### src/hdl/mba_pkg.sv
// Purpose: shared constants and carriers for the burst adapter
// Assumes: one clock, byte addressing, lengths counted in beats
// Notes:   burst kinds follow the common fixed/incr/wrap coding
//==========================================================
// package
//==========================================================
package mba_pkg;
  localparam int          ADDR_W        = 32;
  localparam int          LEN_W         = 9;
  localparam int          SIZE_W        = 3;
  localparam logic [1:0]  BURST_FIXED   = 2'h0;
  localparam logic [1:0]  BURST_INCR    = 2'h1;
  localparam logic [1:0]  BURST_WRAP    = 2'h2;
  localparam logic [1:0]  RESP_OKAY     = 2'h0;
  localparam logic [1:0]  RESP_EXOKAY   = 2'h1;
  localparam logic [1:0]  RESP_SLVERR   = 2'h2;
  localparam logic [1:0]  RESP_DECERR   = 2'h3;
  localparam logic [8:0]  LEN_AXI4_MAX  = 9'h100;
  localparam logic [8:0]  LEN_AXI3_MAX  = 9'h010;
  localparam logic [8:0]  LEN_ONE       = 9'h001;
  localparam logic [8:0]  LEN_RST       = 9'h000;
  localparam logic [31:0] ADDR_RST      = 32'h0000_0000;

  typedef enum logic [1:0] {
    ST_IDLE = 2'b00,
    ST_SEND = 2'b01,
    ST_WAIT = 2'b10,
    ST_RESP = 2'b11
  } mba_state_type;

  typedef struct packed {
    logic [ADDR_W-1:0] addr;
    logic [LEN_W-1:0]  len;
    logic [SIZE_W-1:0] size;
    logic [1:0]        burst;
    logic              write;
  } mba_cmd_type;

  typedef struct packed {
    mba_state_type     state;
    mba_cmd_type       orig;
    logic [ADDR_W-1:0] addr;
    logic [LEN_W-1:0]  left;
    logic [LEN_W-1:0]  piece;
    logic [1:0]        piece_burst;
    logic [LEN_W-1:0]  resp_left;
    logic [1:0]        resp;
    logic              lock;
    logic              tgt_valid;
    logic              ret_valid;
  } mba_state_vec_type;
endpackage : mba_pkg

### src/hdl/mba_adapter.sv
// Purpose: split and reshape initiator bursts into bursts the target accepts
// Assumes: target limits are elaboration parameters; one command at a time
// Notes:   responses come back one per piece, merged into one per burst
//
// Summary of operation
// - split long bursts; singles if no bursting
// - hold target lock for whole burst
// - lock span equals burst length, no shares
// - fixed burst becomes single beats, same address
// - length cap 256, or 16 for older target
// - unaligned start: single-beat pieces until aligned
// - handle wrap and sequential, mixed freely
// - default single generic converter
// - optional per-type converter path
// - incr to sequential: pass or split
// - incr to wrapping: no boundary crossing
// - wrap to sequential: respect own boundary
// - wrap to wrapping: pass if boundaries match
// - narrow bursts broken into single beats
// - native sequential to axi: max 16
// - native wrap to axi: wrap if short
// - merge split responses, worst wins
`timescale 1ns/100ps
module mba_adapter
  import mba_pkg::*;
#(
  parameter int          DATA_BYTES_LOG2 = 2,
  parameter logic [8:0]  TGT_MAX_LEN     = 9'h010,
  parameter bit          TGT_WRAPS       = 1'b0,
  parameter logic [8:0]  TGT_WRAP_LEN    = 9'h010,
  parameter bit          TGT_IS_AXI3     = 1'b0,
  parameter bit          PER_TYPE_CONV   = 1'b0
) (
  // clock and reset
  input  wire logic              ref_clk,
  input  wire logic              rst_b,
  // initiator command
  input  wire logic              ini_valid,
  output logic                   ini_ready,
  input  wire mba_cmd_type       ini_cmd,
  // initiator response
  output logic                   ini_resp_valid,
  output logic [1:0]             ini_resp,
  // target command
  output logic                   tgt_valid,
  input  wire logic              tgt_ready,
  output mba_cmd_type            tgt_cmd,
  output logic                   tgt_lock,
  // target response, one per piece
  input  wire logic              tgt_resp_valid,
  input  wire logic [1:0]        tgt_resp
);
  //==========================================================
  // helpers
  //==========================================================
  function automatic logic [1:0] worse(input logic [1:0] a, input logic [1:0] b);
    logic [1:0] ra;
    logic [1:0] rb;
    // rank: decerr 3, slverr 2, okay 1, exokay 0
    ra = (a == RESP_EXOKAY) ? 2'h0 : ((a == RESP_OKAY) ? 2'h1 : a);
    rb = (b == RESP_EXOKAY) ? 2'h0 : ((b == RESP_OKAY) ? 2'h1 : b);
    worse = (ra >= rb) ? a : b;
  endfunction : worse

  function automatic logic [8:0] min9(input logic [8:0] a, input logic [8:0] b);
    min9 = (a < b) ? a : b;
  endfunction : min9

  // beats left before address reaches a boundary of n beats (n power of two)
  function automatic logic [8:0] to_bound(input logic [ADDR_W-1:0] a,
                                          input logic [SIZE_W-1:0] sz,
                                          input logic [8:0]        n);
    logic [ADDR_W-1:0] beat;
    logic [8:0]        pos;
    beat = a >> sz;
    pos = beat[8:0] & (n - LEN_ONE);
    to_bound = n - pos;
  endfunction : to_bound

  //==========================================================
  // piece planning
  //==========================================================
  mba_state_vec_type st_reg;
  mba_state_vec_type st_next;
  logic [8:0]        cap;
  logic              narrow;
  logic              aligned;
  logic [8:0]        orig_wrap;
  logic [8:0]        plan_len;
  logic [1:0]        plan_burst;
  logic [8:0]        gen_len;
  logic [8:0]        typ_len;

  assign cap = min9(TGT_IS_AXI3 ? LEN_AXI3_MAX : LEN_AXI4_MAX,
                    (TGT_MAX_LEN == LEN_RST) ? LEN_ONE : TGT_MAX_LEN);
  assign narrow = (st_reg.orig.size < SIZE_W'(DATA_BYTES_LOG2));
  assign aligned = ((st_reg.addr & ((ADDR_W'(1) << st_reg.orig.size) - ADDR_W'(1))) == '0);
  assign orig_wrap = st_reg.orig.len;

  // generic converter: one datapath that clips to every boundary
  always_comb begin
    gen_len = min9(st_reg.left, cap);
    if (TGT_WRAPS) begin
      gen_len = min9(gen_len, to_bound(st_reg.addr, st_reg.orig.size, TGT_WRAP_LEN));
    end
    if (st_reg.orig.burst == BURST_WRAP) begin
      gen_len = min9(gen_len, to_bound(st_reg.addr, st_reg.orig.size, orig_wrap));
    end
    // fixed and narrow go one beat at a time
    if (st_reg.orig.burst == BURST_FIXED || narrow || !aligned) begin
      gen_len = LEN_ONE;
    end
  end

  // per-type converter: separate short paths selected by burst kind
  always_comb begin
    case (st_reg.orig.burst)
      BURST_FIXED: typ_len = LEN_ONE;
      // incr: pass whole or cut at cap, and also at the target window when the target wraps
      BURST_INCR:  typ_len = TGT_WRAPS ?
                     min9(min9(st_reg.left, cap),
                          to_bound(st_reg.addr, st_reg.orig.size, TGT_WRAP_LEN)) :
                     min9(st_reg.left, cap);
      BURST_WRAP:  typ_len = min9(min9(st_reg.left, cap),
                                  to_bound(st_reg.addr, st_reg.orig.size, orig_wrap));
      default:     typ_len = LEN_ONE;
    endcase
    if (narrow || !aligned) begin
      typ_len = LEN_ONE;
    end
  end

  always_comb begin
    plan_len = PER_TYPE_CONV ? typ_len : gen_len;
    plan_burst = BURST_INCR;
    // wrap passes through on matching windows, and only if its length fits within cap
    if (st_reg.orig.burst == BURST_WRAP && st_reg.addr == st_reg.orig.addr
        && st_reg.left == st_reg.orig.len && st_reg.orig.len <= cap && !narrow
        && aligned && TGT_WRAPS && (TGT_WRAP_LEN == st_reg.orig.len)) begin
      plan_len = st_reg.orig.len;
      plan_burst = BURST_WRAP;
    end
  end

  //==========================================================
  // sequencer
  //==========================================================
  logic [ADDR_W-1:0] next_addr;
  logic [ADDR_W-1:0] wrap_mask;

  always_comb begin
    wrap_mask = (ADDR_W'(orig_wrap) << st_reg.orig.size) - ADDR_W'(1);
    // unaligned start steps to next aligned address
    next_addr = aligned ? st_reg.addr + (ADDR_W'(st_reg.piece) << st_reg.orig.size)
                        : (st_reg.addr | ((ADDR_W'(1) << st_reg.orig.size) - ADDR_W'(1)))
                          + ADDR_W'(1);
    if (st_reg.orig.burst == BURST_FIXED) begin
      next_addr = st_reg.addr;
    end else if (st_reg.orig.burst == BURST_WRAP) begin
      next_addr = (st_reg.addr & ~wrap_mask) | (next_addr & wrap_mask);
    end
  end

  always_comb begin
    st_next = st_reg;
    st_next.ret_valid = 1'b0;
    case (st_reg.state)
      ST_IDLE: begin
        if (ini_valid) begin
          st_next.orig = ini_cmd;
          st_next.addr = ini_cmd.addr;
          st_next.left = (ini_cmd.len == LEN_RST) ? LEN_ONE : ini_cmd.len;
          st_next.resp_left = LEN_RST;
          st_next.resp = RESP_EXOKAY;
          st_next.lock = 1'b1;
          st_next.state = ST_SEND;
        end
      end
      ST_SEND: begin
        st_next.piece = plan_len;
        st_next.piece_burst = plan_burst;
        st_next.tgt_valid = 1'b1;
        st_next.state = ST_WAIT;
      end
      ST_WAIT: begin
        if (tgt_ready) begin
          st_next.tgt_valid = 1'b0;
          st_next.addr = next_addr;
          st_next.left = st_reg.left - st_reg.piece;
          st_next.resp_left = st_reg.resp_left + LEN_ONE;
          // more pieces until original length sent
          st_next.state = (st_reg.left == st_reg.piece) ? ST_RESP : ST_SEND;
        end
      end
      ST_RESP: begin
        if (st_reg.resp_left == LEN_RST) begin
          st_next.ret_valid = 1'b1;
          // lock ends exactly with the burst
          st_next.lock = 1'b0;
          st_next.state = ST_IDLE;
        end
      end
      default: st_next.state = ST_IDLE;
    endcase
    // count from next value: a piece may answer in its own take cycle
    if (tgt_resp_valid && st_next.resp_left != LEN_RST && st_reg.state != ST_IDLE) begin
      st_next.resp = worse(st_reg.resp, tgt_resp);
      st_next.resp_left = st_next.resp_left - LEN_ONE;
    end
  end

  always_ff @(posedge ref_clk or negedge rst_b) begin
    if (!rst_b) begin
      st_reg <= '{state: ST_IDLE, orig: '0, addr: ADDR_RST, left: LEN_RST, piece: LEN_RST,
                  piece_burst: BURST_INCR, resp_left: LEN_RST, resp: RESP_OKAY,
                  lock: 1'b0, tgt_valid: 1'b0, ret_valid: 1'b0};
    end else begin
      st_reg <= st_next;
    end
  end

  //==========================================================
  // outputs
  //==========================================================
  assign ini_ready = (st_reg.state == ST_IDLE);
  assign tgt_valid = st_reg.tgt_valid;
  assign tgt_lock = st_reg.lock;
  assign tgt_cmd = '{addr: st_reg.addr, len: st_reg.piece, size: st_reg.orig.size,
                     burst: st_reg.piece_burst, write: st_reg.orig.write};
  assign ini_resp_valid = st_reg.ret_valid;
  assign ini_resp = st_reg.resp;
endmodule : mba_adapter

### config.mk
export PLATFORM = sky130hd
export DESIGN_NAME = mba_adapter
export DESIGN_NICKNAME = d
export VERILOG_FILES = /design/src/hdl/mba_pkg.sv /design/src/hdl/mba_adapter.sv
export SDC_FILE = /design/constraint.sdc
export NUM_CORES = 1
export LEC_CHECK = 0
export ABC_CLOCK_PERIOD_IN_PS = 6900
export BUFFER_PORTS_ARGS = -buffer_cell sky130_fd_sc_hd__buf_4
export CAP_MARGIN = 20
export CORE_MARGIN = 5
export CORE_UTILIZATION = 40
export CTS_BUF_LIST = sky130_fd_sc_hd__clkbuf_8
export CTS_CLUSTER_SIZE = 10
export DETAILED_ROUTE_END_ITERATION = 16
export PLACE_DENSITY_LB_ADDON = 0.15
export SKIP_LAST_GASP = 1
export SLEW_MARGIN = 15
export SYNTH_ARGS = -nofsm -noshare
export SYNTH_HDL_FRONTEND = slang
export SYNTH_SLANG_ARGS = --single-unit
### constraint.sdc
create_clock -name ref_clk -period 6.9 [get_ports ref_clk]
set_input_delay 0.69 -clock ref_clk [delete_from_list [all_inputs] [get_ports ref_clk]]
set_output_delay 0.69 -clock ref_clk [all_outputs]
set_load 0.01 [all_outputs]
==> impl_metrics.env <==
export IMPL_outcome="finished, final reports clean"
export IMPL_avgSynthCellArea_um2=7.59
export IMPL_grtUsageTotal_pct=22.7
export IMPL_start_kind="register"
export IMPL_power_share_sequential_pct=19.9
export IMPL_fmax_ghz=0.205
export IMPL_clkLatencyLatePin_ns=0.39
export IMPL_wl_per_cell_um=19.7
export IMPL_ys_types=81
export IMPL_postCtsHoldBufs=0
export IMPL_ir_worst_vdd_mv=0.178
export IMPL_cp_max_fo=41
export IMPL_cp_top_family="compound AO/OA/AOI/OAI gates"
export IMPL_initial_core_util_pct=40.3
export IMPL_skew_ns=0.0138
export IMPL_ctsHtreeMaxLevel=3
export IMPL_cts_sinks=81
export IMPL_cpPeakStageDelay_ns=0.92
export IMPL_dp_slack_ns=2.06
export IMPL_postLayoutCoreUtil_pct=43.8
export IMPL_worst_slack_ns=2.02
export IMPL_die_area_mm2=0.0258
export IMPL_comb_power_share_pct=73.4
export IMPL_power_internal_mw=2.65
export IMPL_power_density_mw_per_mm2=591
export IMPL_cts_clk_slew_worst_paths_ns=0.10
export IMPL_dominantRegCellSynth="dfrtp_1"
export IMPL_synthMuxAreaShare_pct=8.60
export IMPL_rr_startpoint="tgt_cmd[3]"
export IMPL_gp_congestion=0.923
export IMPL_die_h_um=161
export IMPL_synth_edf_count=0
export IMPL_rsz0062_at_grt="false"
export IMPL_synth_compound_area_share_pct=23.9
export IMPL_post_route_period_util_pct=70.8
export IMPL_yosys_area_share_adder_pct=7.21
export IMPL_critical_path_class="register to register"
export IMPL_clockPowerShare_pct=6.7
export IMPL_numPortBuffers=104
export IMPL_antenna_left=0
export IMPL_diodes=0
export IMPL_core_area_mm2=0.0225
export IMPL_area_growth_pct=8.74
export IMPL_synth_cell_area_mm2=0.00906
export IMPL_grt_pass1_vias=8581
export IMPL_fp_row_count=55
export IMPL_ys_seq_area_share_pct=22.4
export IMPL_r2r_end="tgt_cmd[10]"
export IMPL_synth_xor_area_share_pct=5.70
export IMPL_slowest_stage="dfrtp_2"
export IMPL_hold_viol=0
export IMPL_overflow=0
export IMPL_route_detailed_vias_per_inst=5.86
export IMPL_place_hpwl_um=22100
export IMPL_wl_um=29400
export IMPL_clock_path_buffers=2
export IMPL_yosys_area_share_simple_pct=22.1
export IMPL_synth_top_family_by_area="compound AO/OA/AOI/OAI gates"
export IMPL_cp_cell_sequence="inv_1 > o311a_1 > nand2_1 > ha_1 > nor3_1 > nor2_1 > a31oi_1 > a2111o_1 > nand3_1 > a31oi_1 > xor2_1 > ha_1 > o221ai_1 > mux2_2 > o21ai_0"
export IMPL_setup_viol=0
export IMPL_report_final_slew_viol_count=0
export IMPL_power_leakage_nw=4.26
export IMPL_cts_tree="built"
export IMPL_drtPass1Iterations=5
export IMPL_rrSetupSlack_ns=2.02
export IMPL_die_width_um=161
export IMPL_slew_headroom_pct=28.6
export IMPL_vias=8740
export IMPL_max_cap_viol_count=0
export IMPL_nets=1307
export IMPL_required_ns=7.21
export IMPL_swShare_pct=54.4
export IMPL_crit_buf_inv=1
export IMPL_final_cell_mix="166 x nand2_1, 118 x buf_4, 97 x o21ai_0"
export IMPL_ys_ff_latch=81
export IMPL_hold_class="primary input to asynchronous set/reset pin"
export IMPL_synthCells=1194
export IMPL_clockRootBuffer="clkbuf_8"
export IMPL_cts_resized=0
export IMPL_cts_buffers=9
export IMPL_crit_path_end_kind="register"
export IMPL_worstRegToRegCells=15
export IMPL_antenna_found_initial=0
export IMPL_grt_first_pass_wirelength_um=47600
export IMPL_worst_slew_pin_slew_ns=1.07
export IMPL_drive_gt1_share_pct=14.7
export IMPL_yosysWarnings=0
export IMPL_fin_crit_ns=4.88
export IMPL_drtIter0Drc=736
export IMPL_grt_max_degree=62
export IMPL_crit_arrival_ns=5.19
export IMPL_layout_commonest_cell="nand2_1"
export IMPL_post_cts_setup_buffer_count=0
export IMPL_tns_ns=0
export IMPL_async_flop_share_pct=100
export IMPL_drc=0
export IMPL_ios=107
export IMPL_fillers=2351
export IMPL_power_net_switching_mw=3.17
[cell families after synthesis]
family,count (synthesis)
mux,59
compound gates,339
other cells,2
simple gates,422
fa+ha+maj,51
flops,81
xor+xnor,59
buf+inv,181
[per-stage QoR]
stage | power (mW) | hold WS (ns) | cell area, um2 | cells
finish | 5.82 | 0.188 | 9850 | 1492
global route | 6.41 | 0.195 | 9850 | 1492
CTS | 5.80 | 0.184 | 9850 | 1492
detailed placement | 5.37 | 0.473 | 9650 | 1476
global placement | 5.35 | 0.471 | 9650 | 1476
floorplan | 4.36 | 0.394 | 9080 | 1198
[per-layer routing]
| metal | track usage (%) | up-vias | share of wire (%) |
|---|---|---|---|
| met5 | 0 | - | 0 |
| met4 | 5.98 | 0 | 2.1 |
| met3 | 3.67 | 37 | 6.2 |
| met2 | 35.5 | 273 | 45 |
| met1 | 32.6 | 4182 | 47 |
| li1 | - | 4248 | - |
[worst max path at each step]
stage	from	end	slack, ns	cells after the start
final	tgt_cmd[3]	tgt_cmd[10]	2.02	15
after global routing	tgt_cmd[3]	tgt_cmd[12]	1.64	16
after CTS	tgt_cmd[3]	tgt_cmd[10]	2.03	15
after detailed placement	tgt_cmd[3]	tgt_cmd[10]	2.06	15
after global placement	tgt_cmd[3]	tgt_cmd[8]	2.12	15
after floorplan	tgt_cmd[3]	tgt_cmd[10]	2.02	19
[worst register-to-register path: cells and delay by family, from the launching register on]
family,cells,cell delay (ns)
AO/OA/AOI/OAI,6,1.86
XOR/XNOR,1,0.18
adder cells (fa/ha/maj),2,0.48
buffers and inverters,1,0.53
flip-flops,1,0.92
multiplexers,1,0.40
AND/OR/NAND/NOR,4,0.44
[synth_stat cells (11+ instances only)]
master | instances | area (um2)
nand2_1 | 166 | 623
o21ai_0 | 97 | 485
nor2_1 | 91 | 342
dfrtp_1 | 81 | 2030
a21oi_1 | 71 | 355
inv_1 | 56 | 210
buf_4 | 50 | 375
clkbuf_1 | 49 | 184
ha_1 | 49 | 613
a31oi_1 | 41 | 257
xnor2_1 | 36 | 315
mux2i_1 | 34 | 340
nand3_1 | 33 | 165
xor2_1 | 23 | 201
nor2b_1 | 19 | 119
nand2b_1 | 16 | 100
nor3_1 | 16 | 80.1
buf_2 | 15 | 75.1
mux4_2 | 14 | 315
and3_1 | 12 | 75.1
a22oi_1 | 11 | 82.6
nand4_1 | 11 | 68.8
[area by class of cell]
type                       count  area [um2]  share of cell area [%]
multi-input combinational    936        6170                    62.6
sequential                    81        2030                    20.6
timing repair buffer         118         886                    8.99
inverter                      56         210                    2.13
clock inverter                 7        78.8                   0.800
clock buffer                   9         124                    1.26
tap                          285         357                    3.62
[power by group through the flow]
stage / logic [mW] / registers, mW / clock network [mW]
2_1_floorplan: 3.51 / 0.847 / 0
3_3_place_gp: 4.20 / 1.15 / 0
3_5_place_dp: 4.22 / 1.16 / 0
4_1_cts: 4.24 / 1.15 / 0.407
5_1_grt: 4.78 / 1.21 / 0.419
6_report: 4.27 / 1.16 / 0.389
Note: power is estimated with default switching activity, not from simulation.
